$ cat config.mk
export PLATFORM = sky130hd
export DESIGN_NAME = dmc_mode_control
export DESIGN_NICKNAME = d
export VERILOG_FILES = /design/src/dmc_mode_control.v
export VERILOG_INCLUDE_DIRS = /design/src /design/src/src
export SDC_FILE = /design/constraint.sdc
export NUM_CORES = 1
export LEC_CHECK = 0
export BUFFER_PORTS_ARGS = -buffer_cell sky130_fd_sc_hd__buf_2
export CELL_PAD_IN_SITES_DETAIL_PLACEMENT = 0
export CELL_PAD_IN_SITES_GLOBAL_PLACEMENT = 2
export CORE_ASPECT_RATIO = 1.4
export CORE_UTILIZATION = 27
export CTS_BUF_LIST = sky130_fd_sc_hd__clkbuf_16
export DETAILED_ROUTE_END_ITERATION = 8
export GPL_ROUTABILITY_DRIVEN = 0
export PLACE_DENSITY_LB_ADDON = 0.1
export SLEW_MARGIN = 20
export SYNTH_ARGS = -nofsm -noshare
export SYNTH_HDL_FRONTEND = slang
export SYNTH_SLANG_ARGS = --single-unit
$ cat constraint.sdc
create_clock -name clk_sys -period 3.7 [get_ports clk_sys]
set_clock_uncertainty 0.1 [all_clocks]
set_input_delay 0.555 -clock clk_sys [delete_from_list [all_inputs] [get_ports clk_sys]]
set_output_delay 0.555 -clock clk_sys [all_outputs]
set_load 0.02 [all_outputs]
$ cat src/dmc_defs.vh
/*
 * Constants of the DAC mode control register bank: register indices,
 * field positions, reset values and the silence detect count.
 * Assumes it is included by its bare name from the design file.
 */
`ifndef DMC_DEFS_VH
`define DMC_DEFS_VH

// control word layout
`define DMC_CW_DIR_BIT 15
`define DMC_CW_IDX_HI 14
`define DMC_CW_IDX_LO 8

// register indices
`define DMC_IDX_CLK_FMT 7'h09
`define DMC_IDX_DEEMPH 7'h0a
`define DMC_IDX_READBACK 7'h0b
`define DMC_IDX_USER_OSR 7'h0c

// reset values
`define DMC_RST_CLK_FMT 8'h00
`define DMC_RST_DEEMPH 8'h00
`define DMC_RST_READBACK 8'h01
`define DMC_RST_USER_OSR 8'h00

// clock_and_format_control fields
`define DMC_FILTER_SLOW_BIT 5
`define DMC_CLK_HALVING_BIT 4
`define DMC_CLK_OUT_EN_N_BIT 3
`define DMC_LAYOUT_HI 2
`define DMC_LAYOUT_LO 0

// deemphasis_and_phase_control fields
`define DMC_PHASE_INV_BIT 5
`define DMC_DEEMPH_RATE_HI 4
`define DMC_DEEMPH_RATE_LO 3
`define DMC_DEEMPH_C_BIT 2
`define DMC_DEEMPH_B_BIT 1
`define DMC_DEEMPH_A_BIT 0

// readback_control fields
`define DMC_AUTO_STEP_BIT 7
`define DMC_WORD_INDEX_HI 6
`define DMC_WORD_INDEX_LO 0

// user_pins_and_oversampling fields
`define DMC_OSR_BIT 7
`define DMC_USER_EN_BIT 6
`define DMC_USER_LEVEL_HI 5
`define DMC_USER_LEVEL_LO 0

// serial audio layout codes
`define DMC_LAYOUT_RJ24 3'h0
`define DMC_LAYOUT_RJ20 3'h1
`define DMC_LAYOUT_RJ18 3'h2
`define DMC_LAYOUT_RJ16 3'h3
`define DMC_LAYOUT_I2S 3'h4
`define DMC_LAYOUT_LJ 3'h5

// word lengths in bits
`define DMC_WLEN_24 5'h18
`define DMC_WLEN_20 5'h14
`define DMC_WLEN_18 5'h12
`define DMC_WLEN_16 5'h10

// oversampling ratios
`define DMC_OSR_32 8'h20
`define DMC_OSR_64 8'h40
`define DMC_OSR_128 8'h80

// silence detect: consecutive zero sample periods
`define DMC_SILENCE_PERIODS 11'h400

`endif

$ cat src/dmc_mode_control.v
/*
 * Mode control register bank of a six-channel audio DAC: four control
 * registers, their decoded mode outputs, the system clock output, the
 * six user/silence pins, silence detection and the readback sequencer.
 * Assumes the serial control port deserialiser runs on clk_sys and
 * hands over whole 16-bit control words; the master clock arrives on
 * a pin and must be below a quarter of clk_sys to be followed cleanly.
 */
// Notes on behaviour
// - system clock output driven while enable_n field is 0, released when 1.
// - enabled system clock output runs at full or half master rate.
// - halving field 0 gives master frequency, 1 gives half of it.
// - layout 000..011 decode to right-justified 24, 20, 18, 16 bits.
// - layout 100 selects I2S framing, 101 selects left-justified framing.
// - de-emphasis rate 00, 01, 10 select 44.1, 48, 32 kHz.
// - channels 1 and 2 de-emphasised only when pair A enable is 1.
// - channels 3 and 4 de-emphasised only when pair B enable is 1.
// - channels 5 and 6 de-emphasised only when pair C enable is 1.
// - phase invert field 1 inverts all six outputs, 0 leaves them normal.
// - phase inversion disables silence mute and silence flags.
// - silence declared after 1024 consecutive zero sample periods on a channel.
// - control word top bit 0 is a write, 1 is a read.
// - auto-step field 1 gives auto-incrementing readback, 0 single readback.
// - single read returns register at word index, which resets to 01.
// - auto-incrementing read ends at the register named by word index.
// - user pin enable 1 drives pins from the user level bits.
// - user pin enable 0 drives pins from the per-channel silence flags.
// - oversampling field 0 gives 64x up to 96 kHz, 32x above.
// - oversampling field 1 gives 128x up to 96 kHz, 64x above.
`timescale 1ns/1ps
`default_nettype none
`include "dmc_defs.vh"

module dmc_mode_control #(
	parameter CHANNELS = 6,
	parameter [10:0] SILENCE_PERIODS = `DMC_SILENCE_PERIODS
) (
	// clock, reset, enable
	input wire clk_sys,
	input wire nrst,
	input wire clkEn,
	// control word port
	input wire wordValid,
	input wire [15:0] wordIn,
	input wire readNext,
	output reg [15:0] readData,
	output reg readValid,
	output reg readLast,
	// master clock pin and system clock output pin
	input wire masterClockInput,
	output reg systemClockOutputPin,
	output reg systemClockOutputPinEn,
	// audio side status
	input wire sampleStrobe,
	input wire [CHANNELS-1:0] chanDataZero,
	input wire highRate,
	input wire silenceAutoMuteEnable,
	// decoded modes
	output reg [4:0] wordLength,
	output reg i2sMode,
	output reg leftJustMode,
	output reg filterSlow,
	output reg [1:0] deemphRateSelect,
	output reg [CHANNELS-1:0] deemphChanEnable,
	output reg outputPhaseInvert,
	output reg [7:0] overSampleRatio,
	// zero-detect results and user pins
	output reg [CHANNELS-1:0] silenceAutoMute,
	output reg [CHANNELS-1:0] userPin
);

	reg [7:0] clkFmt_q;
	reg [7:0] deemph_q;
	reg [7:0] readback_q;
	reg [7:0] userOsr_q;
	reg [6:0] readPtr_q;
	reg autoRun_q;
	reg mclkMeta_q;
	reg mclkSync_q;
	reg mclkPrev_q;
	reg halfClk_q;
	wire [CHANNELS-1:0] silenceFlag;

	wire isRead = wordIn[`DMC_CW_DIR_BIT];
	wire [6:0] wordIdx = wordIn[`DMC_CW_IDX_HI:`DMC_CW_IDX_LO];
	wire [7:0] wordData = wordIn[7:0];
	wire autoStep = readback_q[`DMC_AUTO_STEP_BIT];
	wire [6:0] wordIndex = readback_q[`DMC_WORD_INDEX_HI:`DMC_WORD_INDEX_LO];
	wire phaseInv = deemph_q[`DMC_PHASE_INV_BIT];

	// register contents by index; other indices belong to other blocks
	function [7:0] regRead;
		input [6:0] idx;
		begin
			case (idx)
				`DMC_IDX_CLK_FMT: regRead = clkFmt_q & 8'h3f;
				`DMC_IDX_DEEMPH: regRead = deemph_q & 8'h3f;
				`DMC_IDX_READBACK: regRead = readback_q;
				`DMC_IDX_USER_OSR: regRead = userOsr_q;
				default: regRead = 8'h00;
			endcase
		end
	endfunction

	// one write strobe per register; indices outside 9..12 belong to other blocks
	reg wrClkFmt;
	reg wrDeemph;
	reg wrReadback;
	reg wrUserOsr;

	always @* begin
		wrClkFmt = 1'b0;
		wrDeemph = 1'b0;
		wrReadback = 1'b0;
		wrUserOsr = 1'b0;
		if (clkEn && wordValid && !isRead) begin
			case (wordIdx)
				`DMC_IDX_CLK_FMT: wrClkFmt = 1'b1;
				`DMC_IDX_DEEMPH: wrDeemph = 1'b1;
				`DMC_IDX_READBACK: wrReadback = 1'b1;
				`DMC_IDX_USER_OSR: wrUserOsr = 1'b1;
				default: wrClkFmt = 1'b0;
			endcase
		end
	end

	// register writes
	always @(posedge clk_sys or negedge nrst) begin
		if (!nrst) begin
			clkFmt_q <= `DMC_RST_CLK_FMT;
			deemph_q <= `DMC_RST_DEEMPH;
			readback_q <= `DMC_RST_READBACK;
			userOsr_q <= `DMC_RST_USER_OSR;
		end else begin
			if (wrClkFmt)
				clkFmt_q <= wordData;
			if (wrDeemph)
				deemph_q <= wordData;
			if (wrReadback)
				readback_q <= wordData;
			if (wrUserOsr)
				userOsr_q <= wordData;
		end
	end

	// readback: single returns word index, auto steps from the requested index up to it
	always @(posedge clk_sys or negedge nrst) begin
		if (!nrst) begin
			readPtr_q <= 7'h00;
			autoRun_q <= 1'b0;
			readData <= 16'h0000;
			readValid <= 1'b0;
			readLast <= 1'b0;
		end else if (clkEn) begin
			readValid <= 1'b0;
			if (wordValid && isRead) begin
				readValid <= 1'b1;
				if (autoStep && wordIdx != wordIndex) begin
					readData <= {1'b1, wordIdx, regRead(wordIdx)};
					readPtr_q <= wordIdx + 7'h01;
					autoRun_q <= 1'b1;
					readLast <= 1'b0;
				end else if (autoStep) begin
					readData <= {1'b1, wordIdx, regRead(wordIdx)};
					autoRun_q <= 1'b0;
					readLast <= 1'b1;
				end else begin
					readData <= {1'b1, wordIndex, regRead(wordIndex)};
					autoRun_q <= 1'b0;
					readLast <= 1'b1;
				end
			end else if (readNext && autoRun_q && !wordValid) begin
				readValid <= 1'b1;
				readData <= {1'b1, readPtr_q, regRead(readPtr_q)};
				readPtr_q <= readPtr_q + 7'h01;
				if (readPtr_q == wordIndex) begin
					autoRun_q <= 1'b0;
					readLast <= 1'b1;
				end
			end else if (wordValid) begin
				autoRun_q <= 1'b0;
			end
		end
	end

	// master clock sampled through two flops before use
	always @(posedge clk_sys or negedge nrst) begin
		if (!nrst) begin
			mclkMeta_q <= 1'b0;
			mclkSync_q <= 1'b0;
			mclkPrev_q <= 1'b0;
			halfClk_q <= 1'b0;
		end else if (clkEn) begin
			mclkMeta_q <= masterClockInput;
			mclkSync_q <= mclkMeta_q;
			mclkPrev_q <= mclkSync_q;
			if (mclkSync_q && !mclkPrev_q)
				halfClk_q <= ~halfClk_q;
		end
	end

	// system clock output; held low and released while disabled
	always @(posedge clk_sys or negedge nrst) begin
		if (!nrst) begin
			systemClockOutputPin <= 1'b0;
			systemClockOutputPinEn <= 1'b0;
		end else if (clkEn) begin
			systemClockOutputPinEn <= ~clkFmt_q[`DMC_CLK_OUT_EN_N_BIT];
			if (clkFmt_q[`DMC_CLK_OUT_EN_N_BIT])
				systemClockOutputPin <= 1'b0;
			else if (clkFmt_q[`DMC_CLK_HALVING_BIT])
				systemClockOutputPin <= halfClk_q;
			else
				systemClockOutputPin <= mclkPrev_q;
		end
	end

	// one silence counter per channel; each sees only its own zero status
	genvar ch;
	generate
		for (ch = 0; ch < CHANNELS; ch = ch + 1) begin : gSilence
			dmc_silence_counter #(
				.PERIODS(SILENCE_PERIODS)
			) u_silence (
				.clk_sys(clk_sys),
				.nrst(nrst),
				.clkEn(clkEn),
				.sampleStrobe(sampleStrobe),
				.dataZero(chanDataZero[ch]),
				.silent_q(silenceFlag[ch])
			);
		end
	endgenerate

	// silence results and user pins
	always @(posedge clk_sys or negedge nrst) begin
		if (!nrst) begin
			silenceAutoMute <= {CHANNELS{1'b0}};
			userPin <= {CHANNELS{1'b0}};
		end else if (clkEn) begin
			// inversion hides silence entirely, since the zero code no longer means silence
			silenceAutoMute <= (phaseInv || !silenceAutoMuteEnable) ? {CHANNELS{1'b0}} : silenceFlag;
			if (userOsr_q[`DMC_USER_EN_BIT])
				userPin <= userOsr_q[`DMC_USER_LEVEL_HI:`DMC_USER_LEVEL_LO];
			else
				userPin <= phaseInv ? {CHANNELS{1'b0}} : silenceFlag;
		end
	end

	// decoded mode outputs
	always @(posedge clk_sys or negedge nrst) begin
		if (!nrst) begin
			wordLength <= `DMC_WLEN_24;
			i2sMode <= 1'b0;
			leftJustMode <= 1'b0;
			filterSlow <= 1'b0;
			deemphRateSelect <= 2'h0;
			deemphChanEnable <= {CHANNELS{1'b0}};
			outputPhaseInvert <= 1'b0;
			overSampleRatio <= `DMC_OSR_64;
		end else if (clkEn) begin
			filterSlow <= clkFmt_q[`DMC_FILTER_SLOW_BIT];
			i2sMode <= 1'b0;
			leftJustMode <= 1'b0;
			case (clkFmt_q[`DMC_LAYOUT_HI:`DMC_LAYOUT_LO])
				`DMC_LAYOUT_RJ24: wordLength <= `DMC_WLEN_24;
				`DMC_LAYOUT_RJ20: wordLength <= `DMC_WLEN_20;
				`DMC_LAYOUT_RJ18: wordLength <= `DMC_WLEN_18;
				`DMC_LAYOUT_RJ16: wordLength <= `DMC_WLEN_16;
				`DMC_LAYOUT_I2S: begin
					wordLength <= `DMC_WLEN_24;
					i2sMode <= 1'b1;
				end
				`DMC_LAYOUT_LJ: begin
					wordLength <= `DMC_WLEN_24;
					leftJustMode <= 1'b1;
				end
				// reserved codes fall back to the reset layout
				default: wordLength <= `DMC_WLEN_24;
			endcase
			deemphRateSelect <= deemph_q[`DMC_DEEMPH_RATE_HI:`DMC_DEEMPH_RATE_LO];
			deemphChanEnable <= {{2{deemph_q[`DMC_DEEMPH_C_BIT]}},
				{2{deemph_q[`DMC_DEEMPH_B_BIT]}},
				{2{deemph_q[`DMC_DEEMPH_A_BIT]}}};
			outputPhaseInvert <= phaseInv;
			if (userOsr_q[`DMC_OSR_BIT])
				overSampleRatio <= highRate ? `DMC_OSR_64 : `DMC_OSR_128;
			else
				overSampleRatio <= highRate ? `DMC_OSR_32 : `DMC_OSR_64;
		end
	end

endmodule // dmc_mode_control

// one channel's run of zero samples; the flag follows the run, not the data word
module dmc_silence_counter #(
	parameter [10:0] PERIODS = `DMC_SILENCE_PERIODS
) (
	// clock, reset, enable
	input wire clk_sys,
	input wire nrst,
	input wire clkEn,
	// one channel's sample status
	input wire sampleStrobe,
	input wire dataZero,
	// silence flag
	output reg silent_q
);

	reg [10:0] zeroRun_q;
	reg [10:0] zeroRun_d;
	reg silent_d;
	wire runFull = (zeroRun_q == PERIODS);
	wire runLast = (zeroRun_q == PERIODS - 11'h001);

	// the run saturates at the limit, so a long silence never wraps back to loud
	always @* begin
		zeroRun_d = zeroRun_q;
		silent_d = silent_q;
		if (sampleStrobe) begin
			if (!dataZero) begin
				// any loud sample restarts the count and drops the flag at once
				zeroRun_d = 11'h000;
				silent_d = 1'b0;
			end else if (!runFull) begin
				zeroRun_d = zeroRun_q + 11'h001;
				if (runLast)
					silent_d = 1'b1;
			end
		end
	end

	always @(posedge clk_sys or negedge nrst) begin
		if (!nrst) begin
			zeroRun_q <= 11'h000;
			silent_q <= 1'b0;
		end else if (clkEn) begin
			zeroRun_q <= zeroRun_d;
			silent_q <= silent_d;
		end
	end

endmodule // dmc_silence_counter

`default_nettype wire

==> impl_metrics.yaml, run 1 <==
yosys:
  synth_top_area_frac: 0.4555
  synthTopCellsByArea: "dfrtp_1, mux2_2, nand2_1"
  synth-edff-count: 0
  synthesis.area_um2: 8569
  synth_area_per_cell_um2: 9.629
  yosysWarnings: 0
  synth_top_family_by_area: "simple AND/OR/NAND/NOR gates"
  synth_seq_cells: 159
  synthAdderAreaFrac: 0.02190
  yosys.area.top_type: "dfrtp_1"
  yosysSeqAreaShare: 0.4647
  synth-xor-area-share: 0.04701
  synth_simple_gate_area_share: 0.1777
  synthMuxAreaShare: 0.08483
  synth_cell_types: 67
  yosys_most_used_dff: "dfrtp_1"
  synthCells: 890
  synth_compound_area_frac: 0.1524
  async_flop_share: 1.000
critical_path:
  critPathKind: "flip-flop to flip-flop"
  crit_path_max_incr_delay_ns: 0.78
  r2r_setup_slack_ns: 1.05
  crit_path_end: "readData[2]$_DFFE_PN0P_"
  slowest_stage: "or4b_2"
  r2r-start: "readPtr_q[5]$_DFFE_PN0P_"
  worst-path-max-fanout: 6
  arrival_ns: 2.91
  path_cells: "or4b_2 > nor4b_1 > and2_1 > a22oi_1 > o21ai_0"
  crit_buf_inv: 0
  worstReg2RegEnd: "readData[2]$_DFFE_PN0P_"
  critical_path.top_delay_family: "simple AND/OR/NAND/NOR gates"
  timing.critical_path.from: "readPtr_q[5]$_DFFE_PN0P_"
  required_ns: 3.96
  cp-start-kind: "flip-flop"
  worst-path-stages: 5
  worst_setup_path_end_kind: "flip-flop"
  reg2reg_depth: 5
power_and_ir_drop:
  ir_worst_vdd_uv: 271.2
  cellPowerDensity_nw_per_um2: 416.6
  p_leak_nw: 4.428
  fin_total_pwr_mw: 4.133
sta:
  setup_viol: 0
  hold_viol: 0
  rsz0062_at_grt: "no"
  relSlewSlack: 0.4530
  layout_setup_ws_ns: 1.053
  maxSlewViolCount: 0
  period_needed_ns: 2.647
  max_freq_mhz: 377.7
  final.setup.tns_ns: 0
  worst_slew_pin_slew_ns: 0.8205
  period_share: 0.7155
finish:
  final_core_util: 0.3200
  design_area_um2: 9921
  final_layout_size_suffix_gt1_frac: 0.1884
  n_antenna_cell: 0
  fin_nets: 999
  fillCellCount: 3242
  area_growth_pct: 15.77
route:
  ant_nets: 0
  drtIter0Drc: 341
  drtPass1Iterations: 9
  wl_um: 26460
  drc: 4
  vias: 6876
  avgRoutedWirePerCell_um: 19.51
  via_per_inst: 5.071
worst_hold_path:
  hold_class: "primary input to asynchronous set/reset pin"
cts:
  cts_tree: "done"
  ctsRootBufferMaster: "clkbuf_16"
  worstSkewPairLatency_ns: 0.44
  cts_setup_buffers: 0
  cts.path.max_buffers: 2
  clock-sinks: 159
  ctsResizeCount: 0
  path_clk_slew_ns: 0.07
  cts_buffers: 17
  htreeDepth: 4
  hold_buffers: 0
die:
  die_area_um2: 32470
  start_util: 0.2764
  rows: 76
  io_pins: 88
  die_w_um: 152.6
  core_area_um2: 31000
  die_h_um: 212.8
placed_design:
  io_buffer_count: 80
  dp_hpwl_um: 19370
  dpl-instance-area_um2: 9348
  place_worst_setup_slack_ns: 0.8588
flow_run:
  maxCapViolCount: 0
global_route:
  grt_pass1_vias: 6933
  grt_max_degree: 81
  grt_pass1_wl_um: 41830
  overflow: 0
  antenna_found_initial: 0
  grt.total_usage: 0.1706
run_status:
  violations: "DRC"
  status: "finished, violations left"
==> layout make-up <==
type	instances	area, um2	share of cell area
multi-input combinational	637	4177	0.4210
sequential	159	3983	0.4014
timing repair buffer	97	546.8	0.05511
tap	390	488.0	0.04919
clock buffer	17	425.4	0.04288
inverter	41	153.9	0.01551
clock inverter	15	147.6	0.01488
==> cell usage in the layout (no fill, tap or decap), types with 4 or more instances in the layout <==
master     Yosys  routed
a211oi_1       6       6
a21o_1         8       8
a21oi_1       37      37
a22oi_1       30      30
a31oi_1        5       5
a32o_1         4       4
and2_1         7       7
and3_1        10      10
buf_2          0      79
buf_4         12      16
clkbuf_16      0      17
clkinv_4       0       4
conb_1         2       7
dfrtp_1      156     156
ha_1          15      15
inv_1         41      43
mux2_2        37      37
mux2_4         6       6
mux2i_1       22      22
nand2_1       80      80
nand2b_1       6       6
nand3_1       31      31
nand4_1       22      22
nor2_1        68      68
nor2b_1       11      11
nor3_1        15      15
nor3b_1        4       4
nor4_1         8       8
nor4b_1        5       5
o21ai_0       57      57
o22ai_1       21      21
o31ai_1        6       6
or3_1         15      15
xnor2_1       15      15
xor2_1        31      31
==> per-stage QoR <==
step	instances	hold WS, ns
2_1_floorplan	895	0.1594
3_3_place_gp	1324	0.3461
3_5_place_dp	1324	0.3484
4_1_cts	1356	0.09922
5_1_grt	1356	0.1226
6_report	1356	0.06782
==> worst reg2reg max path, stage by stage (launching register included) <==
cell and delay (ns):
dfrtp_1 0.47, or4b_2 0.78, nor4b_1 0.64, and2_1 0.38, a22oi_1 0.10, o21ai_0 0.09
==> cells by family after synthesis <==
family,after synthesis
simple gates,301
compound gates,203
flops,159
buf+inv,99
mux,65
xor+xnor,46
fa+ha+maj,15
other cells,2
==> routing by layer <==
layer,share of wire,GRT usage
met1,0.42,0.1986
met5,0,0
met3,0.033,0.03714
met2,0.52,0.3059
met4,0.024,0.06444
==> cell usage after synthesis, types with 3 or more instances <==
library cell	count
mux2_4	6
nor4_1	8
o31ai_1	6
dfstp_2	3
mux2i_1	22
nand2b_1	6
nor2b_1	11
xor2_1	31
o22ai_1	21
a22oi_1	30
nor2_1	68
nand4b_1	3
nor3b_1	4
and2_1	7
buf_4	12
dfrtp_1	156
a21oi_1	37
mux2_2	37
a221oi_1	3
buf_1	8
ha_1	15
a21o_1	8
nand2_1	80
nor4b_1	5
or3_1	15
clkbuf_1	35
and3b_1	3
a32o_1	4
inv_1	41
xnor2_1	15
a31o_2	3
nand3_1	31
a211oi_1	6
o21ai_0	57
and3_1	10
a31oi_1	5
nand4_1	22
nor3_1	15
==> registers in the layout, indices dropped and copies added, names as in the netlist, 2 cells and up <==
signal and flops:
clkFmt_q 6, deemphChanEnable 3, deemphRateSelect 2, deemph_q 6, gSilence.u_silence.silent_q 6, gSilence.u_silence.zeroRun_q 66, overSampleRatio 3, readData 16
readPtr_q 7, readback_q 8, silenceAutoMute 6, userOsr_q 8, userPin 6, wordLength 3
==> where the power goes <==
part	switching, mW	total [mW]	internal, mW
registers	0.0924	1.91	1.82
clock network	0.785	1.77	0.990
logic	0.285	0.446	0.161
total	1.16	4.13	2.97
==> worst min-delay path by stage <==
stage                                         from                        to  cells past startpoint
after global placement    readData[15]$_DFFE_PN0P_  readData[15]$_DFFE_PN0P_                      1
after CTS                                     nrst      readLast$_DFFE_PN0P_                      1
after floorplan                               nrst     autoRun_q$_DFFE_PN0P_                      0
after detailed placement  readData[15]$_DFFE_PN0P_  readData[15]$_DFFE_PN0P_                      1
final                                         nrst      readLast$_DFFE_PN0P_                      1
after global routing                          nrst      readLast$_DFFE_PN0P_                      1
No activity file was read; power rests on OpenSTA's default activity.
==> run 2: changes to the inputs <==
==> constraint.sdc (replaced) <==
create_clock -name clk_sys -period 2.6 [get_ports clk_sys]
set_clock_uncertainty 0.1 [all_clocks]
set_input_delay 0.39 -clock clk_sys [delete_from_list [all_inputs] [get_ports clk_sys]]
set_output_delay 0.39 -clock clk_sys [all_outputs]
set_load 0.02 [all_outputs]
==> impl_metrics.yaml, run 2 (same netlist as run 1, synthesis figures left out) <==
run_status:
  status: "complete, no violations"
cts:
  cts_tree: "done"
  worstSkewPairLatency_ns: 0.45
  cts_buffers: 17
  htreeDepth: 4
  clock-sinks: 159
  ctsResizeCount: 0
  cts.path.max_buffers: 2
  ctsRootBufferMaster: "clkbuf_16"
  path_clk_slew_ns: 0.07
global_route:
  antenna_found_initial: 1
  grt_pass1_wl_um: 42300
  grt.total_usage: 0.1712
  grt_max_degree: 53
  grt_pass1_vias: 7191
  overflow: 0
sta:
  timing.hold.ws_ns: 0.07358
  layout_setup_ws_ns: 0.3559
  rsz0062_at_grt: "no"
  max_freq_mhz: 445.6
  period_needed_ns: 2.244
  period_share: 0.8631
  final.setup.tns_ns: 0
  maxSlewViolCount: 0
  worst_slew_pin_slew_ns: 0.9623
  relSlewSlack: 0.3584
  setup_viol: 0
  hold_viol: 0
critical_path:
  r2r_setup_slack_ns: 0.36
  required_ns: 2.87
  timing.critical_path.from: "readPtr_q[5]$_DFFE_PN0P_"
  worstReg2RegEnd: "readData[4]$_DFFE_PN0P_"
  worst-path-max-fanout: 5
  crit_buf_inv: 0
  critical_path.top_delay_family: "simple AND/OR/NAND/NOR gates"
  crit_path_max_incr_delay_ns: 0.77
  arrival_ns: 2.52
  crit_path_end: "readData[4]$_DFFE_PN0P_"
  critPathKind: "flip-flop to flip-flop"
  worst-path-stages: 5
  worst_setup_path_end_kind: "flip-flop"
  slowest_stage: "or4b_2"
  reg2reg_depth: 5
  r2r-start: "readPtr_q[5]$_DFFE_PN0P_"
  path_cells: "or4b_2 > nor4b_1 > and2_1 > a22oi_1 > o21ai_0"
  cp-start-kind: "flip-flop"
power_and_ir_drop:
  cellPowerDensity_nw_per_um2: 575.7
  p_leak_nw: 4.569
  ir_worst_vdd_uv: 410.8
finish:
  fin_nets: 1029
  area_growth_pct: 18.44
  n_antenna_cell: 0
  reg_top3: "gSilence.u_silence.zeroRun_q x66, readData x16"
  final_layout_size_suffix_gt1_frac: 0.2139
  largest_register_ffs: 66
  layout_common_cells: "dfrtp_1, nand2_1, buf_2"
  layout_commonest_cell: "dfrtp_1"
  regMostFlops: "gSilence.u_silence.zeroRun_q"
  stdcell_count: 1386
  final_core_util: 0.3274
die:
  die_h_um: 212.8
  core_area_um2: 31000
  start_util: 0.2764
  die_w_um: 152.6
  rows: 76
  die_area_um2: 32470
  io_pins: 88
route:
  vias: 6895
  avgRoutedWirePerCell_um: 18.92
  via_per_inst: 4.975
  drtPass1Iterations: 6
  drc: 0
  wl_um: 26220
  ant_nets: 0
  drtIter0Drc: 291
flow_run:
  maxCapViolCount: 0
placed_design:
  dp_hpwl_um: 19320
  placed_cells: 1353
  io_buffer_count: 80
  place_worst_setup_slack_ns: 0.02367
worst_hold_path:
  hold_class: "primary input to flip-flop"
-- run 2: changes by cell type in the layout (fill, tap and decap cells not counted) --
| cell | change |
|---|---|
| buf_12 | +1 |
| buf_4 | +28 |
| bufinv_16 | -1 |
| clkinv_4 | -1 |
| clkinvlp_4 | +2 |
| dlygate4sd3_1 | +1 |
| inv_1 | -2 |
| inv_6 | +1 |
| inv_8 | +1 |
-- run 2: through the flow --
stage | instance area, um2 | power, mW
detailed placement | 9578 | 3.444
CTS | 10150 | 5.979
global placement | 9578 | 3.444
floorplan | 8591 | 3.130
finish | 10150 | 5.843
global route | 10150 | 6.144
-- run 2: area by class of cell --
cell class | instances | area (um2)
Timing Repair Buffer | 127 | 787.0
Clock buffer | 17 | 425.4
Fill cell | 3256 | 20850
Multi-Input combinational cell | 637 | 4177
Sequential cell | 159 | 3983
Inverter | 41 | 153.9
Tap cell | 390 | 488.0
Clock inverter | 15 | 136.4
-- run 2: report_power, final --
| part | internal [mW] | switching, mW |
|---|---|---|
| clock network | 1.32 | 1.14 |
| logic | 0.252 | 0.417 |
| registers | 2.59 | 0.121 |
-- run 2: repair_timing --
item                                   CTS  global route
endpoints found under the hold margin   28             0
hold buffers                             1             0
setup buffers                            0             0
-- run 2: how the worst min path moves through the flow --
stage	start	endpoint	slack [ns]	cells past startpoint
CTS	masterClockInput	mclkMeta_q$_DFFE_PN0P_	0.05	2
floorplan	nrst	autoRun_q$_DFFE_PN0P_	-0.006	0
global placement	nrst	overSampleRatio[7]$_DFFE_PN0P_	0.22	1
global route	masterClockInput	mclkMeta_q$_DFFE_PN0P_	0.07	2
detailed placement	nrst	overSampleRatio[7]$_DFFE_PN0P_	0.22	1
finish	masterClockInput	mclkMeta_q$_DFFE_PN0P_	0.07	2
-- run 2: worst reg2reg max path: cells and delay by family, from the launching register on --
family          cells  cell delay (ns)
compound gates      2             0.21
flops               1             0.39
simple gates        3             1.48
-- run 2: metal layers --
| layer | wire, um | up-vias | part of all wire | track usage |
|---|---|---|---|---|
| met5 | 14 | - | 0.00053 | 0 |
| met4 | 711 | 2 | 0.027 | 0.07802 |
| met3 | 860 | 39 | 0.033 | 0.03105 |
| met2 | 13560 | 127 | 0.52 | 0.3059 |
| met1 | 11070 | 3359 | 0.42 | 0.1992 |
| li1 | - | 3368 | - | - |
==> run 3: changes to the inputs <==
--- a/config.mk
+++ b/config.mk
@@ -15,6 +15,7 @@
 export DETAILED_ROUTE_END_ITERATION = 8
 export GPL_ROUTABILITY_DRIVEN = 0
 export PLACE_DENSITY_LB_ADDON = 0.1
+export RECOVER_POWER = 50
 export SLEW_MARGIN = 20
 export SYNTH_ARGS = -nofsm -noshare
 export SYNTH_HDL_FRONTEND = slang
==> impl_metrics.yaml, run 3 (same netlist as run 1, synthesis figures left out) <==
finish:
  stdcell_count: 1386
  regMostFlops: "gSilence.u_silence.zeroRun_q"
  final_core_util: 0.3262
  largest_register_ffs: 66
  final_layout_size_suffix_gt1_frac: 0.2129
  fillCellCount: 3260
  reg_top3: "gSilence.u_silence.zeroRun_q x66, readData x16"
  fin_nets: 1029
  layout_common_cells: "dfrtp_1, nand2_1, buf_2"
  layout_commonest_cell: "dfrtp_1"
  area_growth_pct: 18.00
  n_antenna_cell: 0
  regArea_um2: 3983
  multi_input_area_um2: 4177
route:
  vias: 6878
  drtPass1Iterations: 6
  ant_nets: 0
  wl_um: 26210
  via_per_inst: 4.962
  avgRoutedWirePerCell_um: 18.91
  drc: 0
  drtIter0Drc: 310
worst_hold_path:
  hold_class: "primary input to flip-flop"
placed_design:
  io_buffer_count: 80
  dp_hpwl_um: 19320
  placed_cells: 1353
cts:
  cts_setup_buffers: 0
  worstSkewPairLatency_ns: 0.45
  cts_buffers: 17
  hold_buffers: 1
  path_clk_slew_ns: 0.07
  ctsRootBufferMaster: "clkbuf_16"
  htreeDepth: 4
  ctsResizeCount: 0
  cts_tree: "done"
  cts.path.max_buffers: 2
  clock-sinks: 159
sta:
  setup_viol: 0
  worst_slew_pin_slew_ns: 0.9629
  max_freq_mhz: 443.0
  period_share: 0.8682
  final.setup.tns_ns: 0
  maxSlewViolCount: 0
  rsz0062_at_grt: "no"
  relSlewSlack: 0.3581
  hold_viol: 0
  period_needed_ns: 2.257
global_route:
  grt_max_degree: 53
  top_usage_layer: "met2"
  grt_pass1_wl_um: 42300
  grt_pass1_vias: 7191
  met1_usage: 0.1992
  met3_usage: 0.03105
  met2_usage: 0.3059
  antenna_found_initial: 1
  grt.total_usage: 0.1712
  overflow: 0
die:
  io_pins: 88
  start_util: 0.2764
  core_area_um2: 31000
  die_w_um: 152.6
  die_area_um2: 32470
  rows: 76
  die_h_um: 212.8
critical_path:
  critPathKind: "flip-flop to flip-flop"
  slowest_stage: "or4b_2"
  crit_buf_inv: 0
  path_cells: "or4b_2 > nor4b_1 > and2_1 > a22oi_1 > o21ai_0"
  crit_path_max_incr_delay_ns: 0.78
  required_ns: 2.87
  arrival_ns: 2.53
  worst-path-max-fanout: 5
  critical_path.top_delay_family: "simple AND/OR/NAND/NOR gates"
  worst_setup_path_end_kind: "flip-flop"
  cp-start-kind: "flip-flop"
power_and_ir_drop:
  ir_worst_vdd_uv: 409.5
  p_leak_nw: 4.554
  cellPowerDensity_nw_per_um2: 577.1
flow_run:
  maxCapViolCount: 0
run_status:
  status: "complete, no violations"
run 3: changes by cell type in the layout (fill, tap and decap cells not counted):
cell      delta
buf_6        -1
clkbuf_1     +1
clkbuf_4     +2
clkbuf_2     +3
buf_2        -1
buf_12       -2
buf_4        -2
run 3: routing by layer:
| layer | up-vias | part of all wire |
|---|---|---|
| met5 | - | 0.00053 |
| met4 | 2 | 0.027 |
| met3 | 41 | 0.034 |
| met2 | 136 | 0.52 |
| met1 | 3329 | 0.42 |
| li1 | 3370 | - |
run 3: worst reg2reg max path: stages (launching register included):
cell and delay [ns]:
dfrtp_1 0.39, or4b_2 0.78, nor4b_1 0.40, and2_1 0.31, a22oi_1 0.09, o21ai_0 0.12
run 3: area by class of cell:
| class | instances | area share |
|---|---|---|
| inverters | 41 | 0.01522 |
| repair buffers | 127 | 0.07412 |
| flip-flops and latches | 159 | 0.3938 |
| well taps | 390 | 0.04826 |
| multi-input cells | 637 | 0.4130 |
| clock inverters | 15 | 0.01349 |
| clock buffers | 17 | 0.04207 |
run 3: through the flow:
step	total power [mW]	instance area (um2)	hold WS, ns	worst slack [ns]
floorplan	3.130	8591	-0.005591	0.01313
global placement	3.444	9578	0.2207	0.02595
detailed placement	3.444	9578	0.2198	0.02367
CTS	5.979	10150	0.04896	0.3328
global route	6.136	10110	0.06584	0.1602
finish	5.835	10110	0.07453	0.3427
run 3: power breakdown:
part	switching [mW]	leakage, nW	internal [mW]
Combinational	0.417	2.15	0.246
Sequential	0.121	2.14	2.59
Clock	1.14	0.263	1.32
Total	1.67	4.55	4.16
run 3: worst paths after layout:
kind	to	slack, ns	start	cells after the start
worst min-delay path	mclkMeta_q$_DFFE_PN0P_	0.07	masterClockInput	2
worst max register to register	readData[4]$_DFFE_PN0P_	0.34	readPtr_q[5]$_DFFE_PN0P_	5
worst max-delay path	readData[4]$_DFFE_PN0P_	0.34	readPtr_q[5]$_DFFE_PN0P_	5
min in group asynchronous	overSampleRatio[7]$_DFFE_PN0P_	0.51	nrst	2
worst min register to register	readData[15]$_DFFE_PN0P_	0.37	readData[15]$_DFFE_PN0P_	1
max in group asynchronous	gSilence[4].u_silence.zeroRun_q[0]$_DFFE_PN0P_	0.53	nrst	3
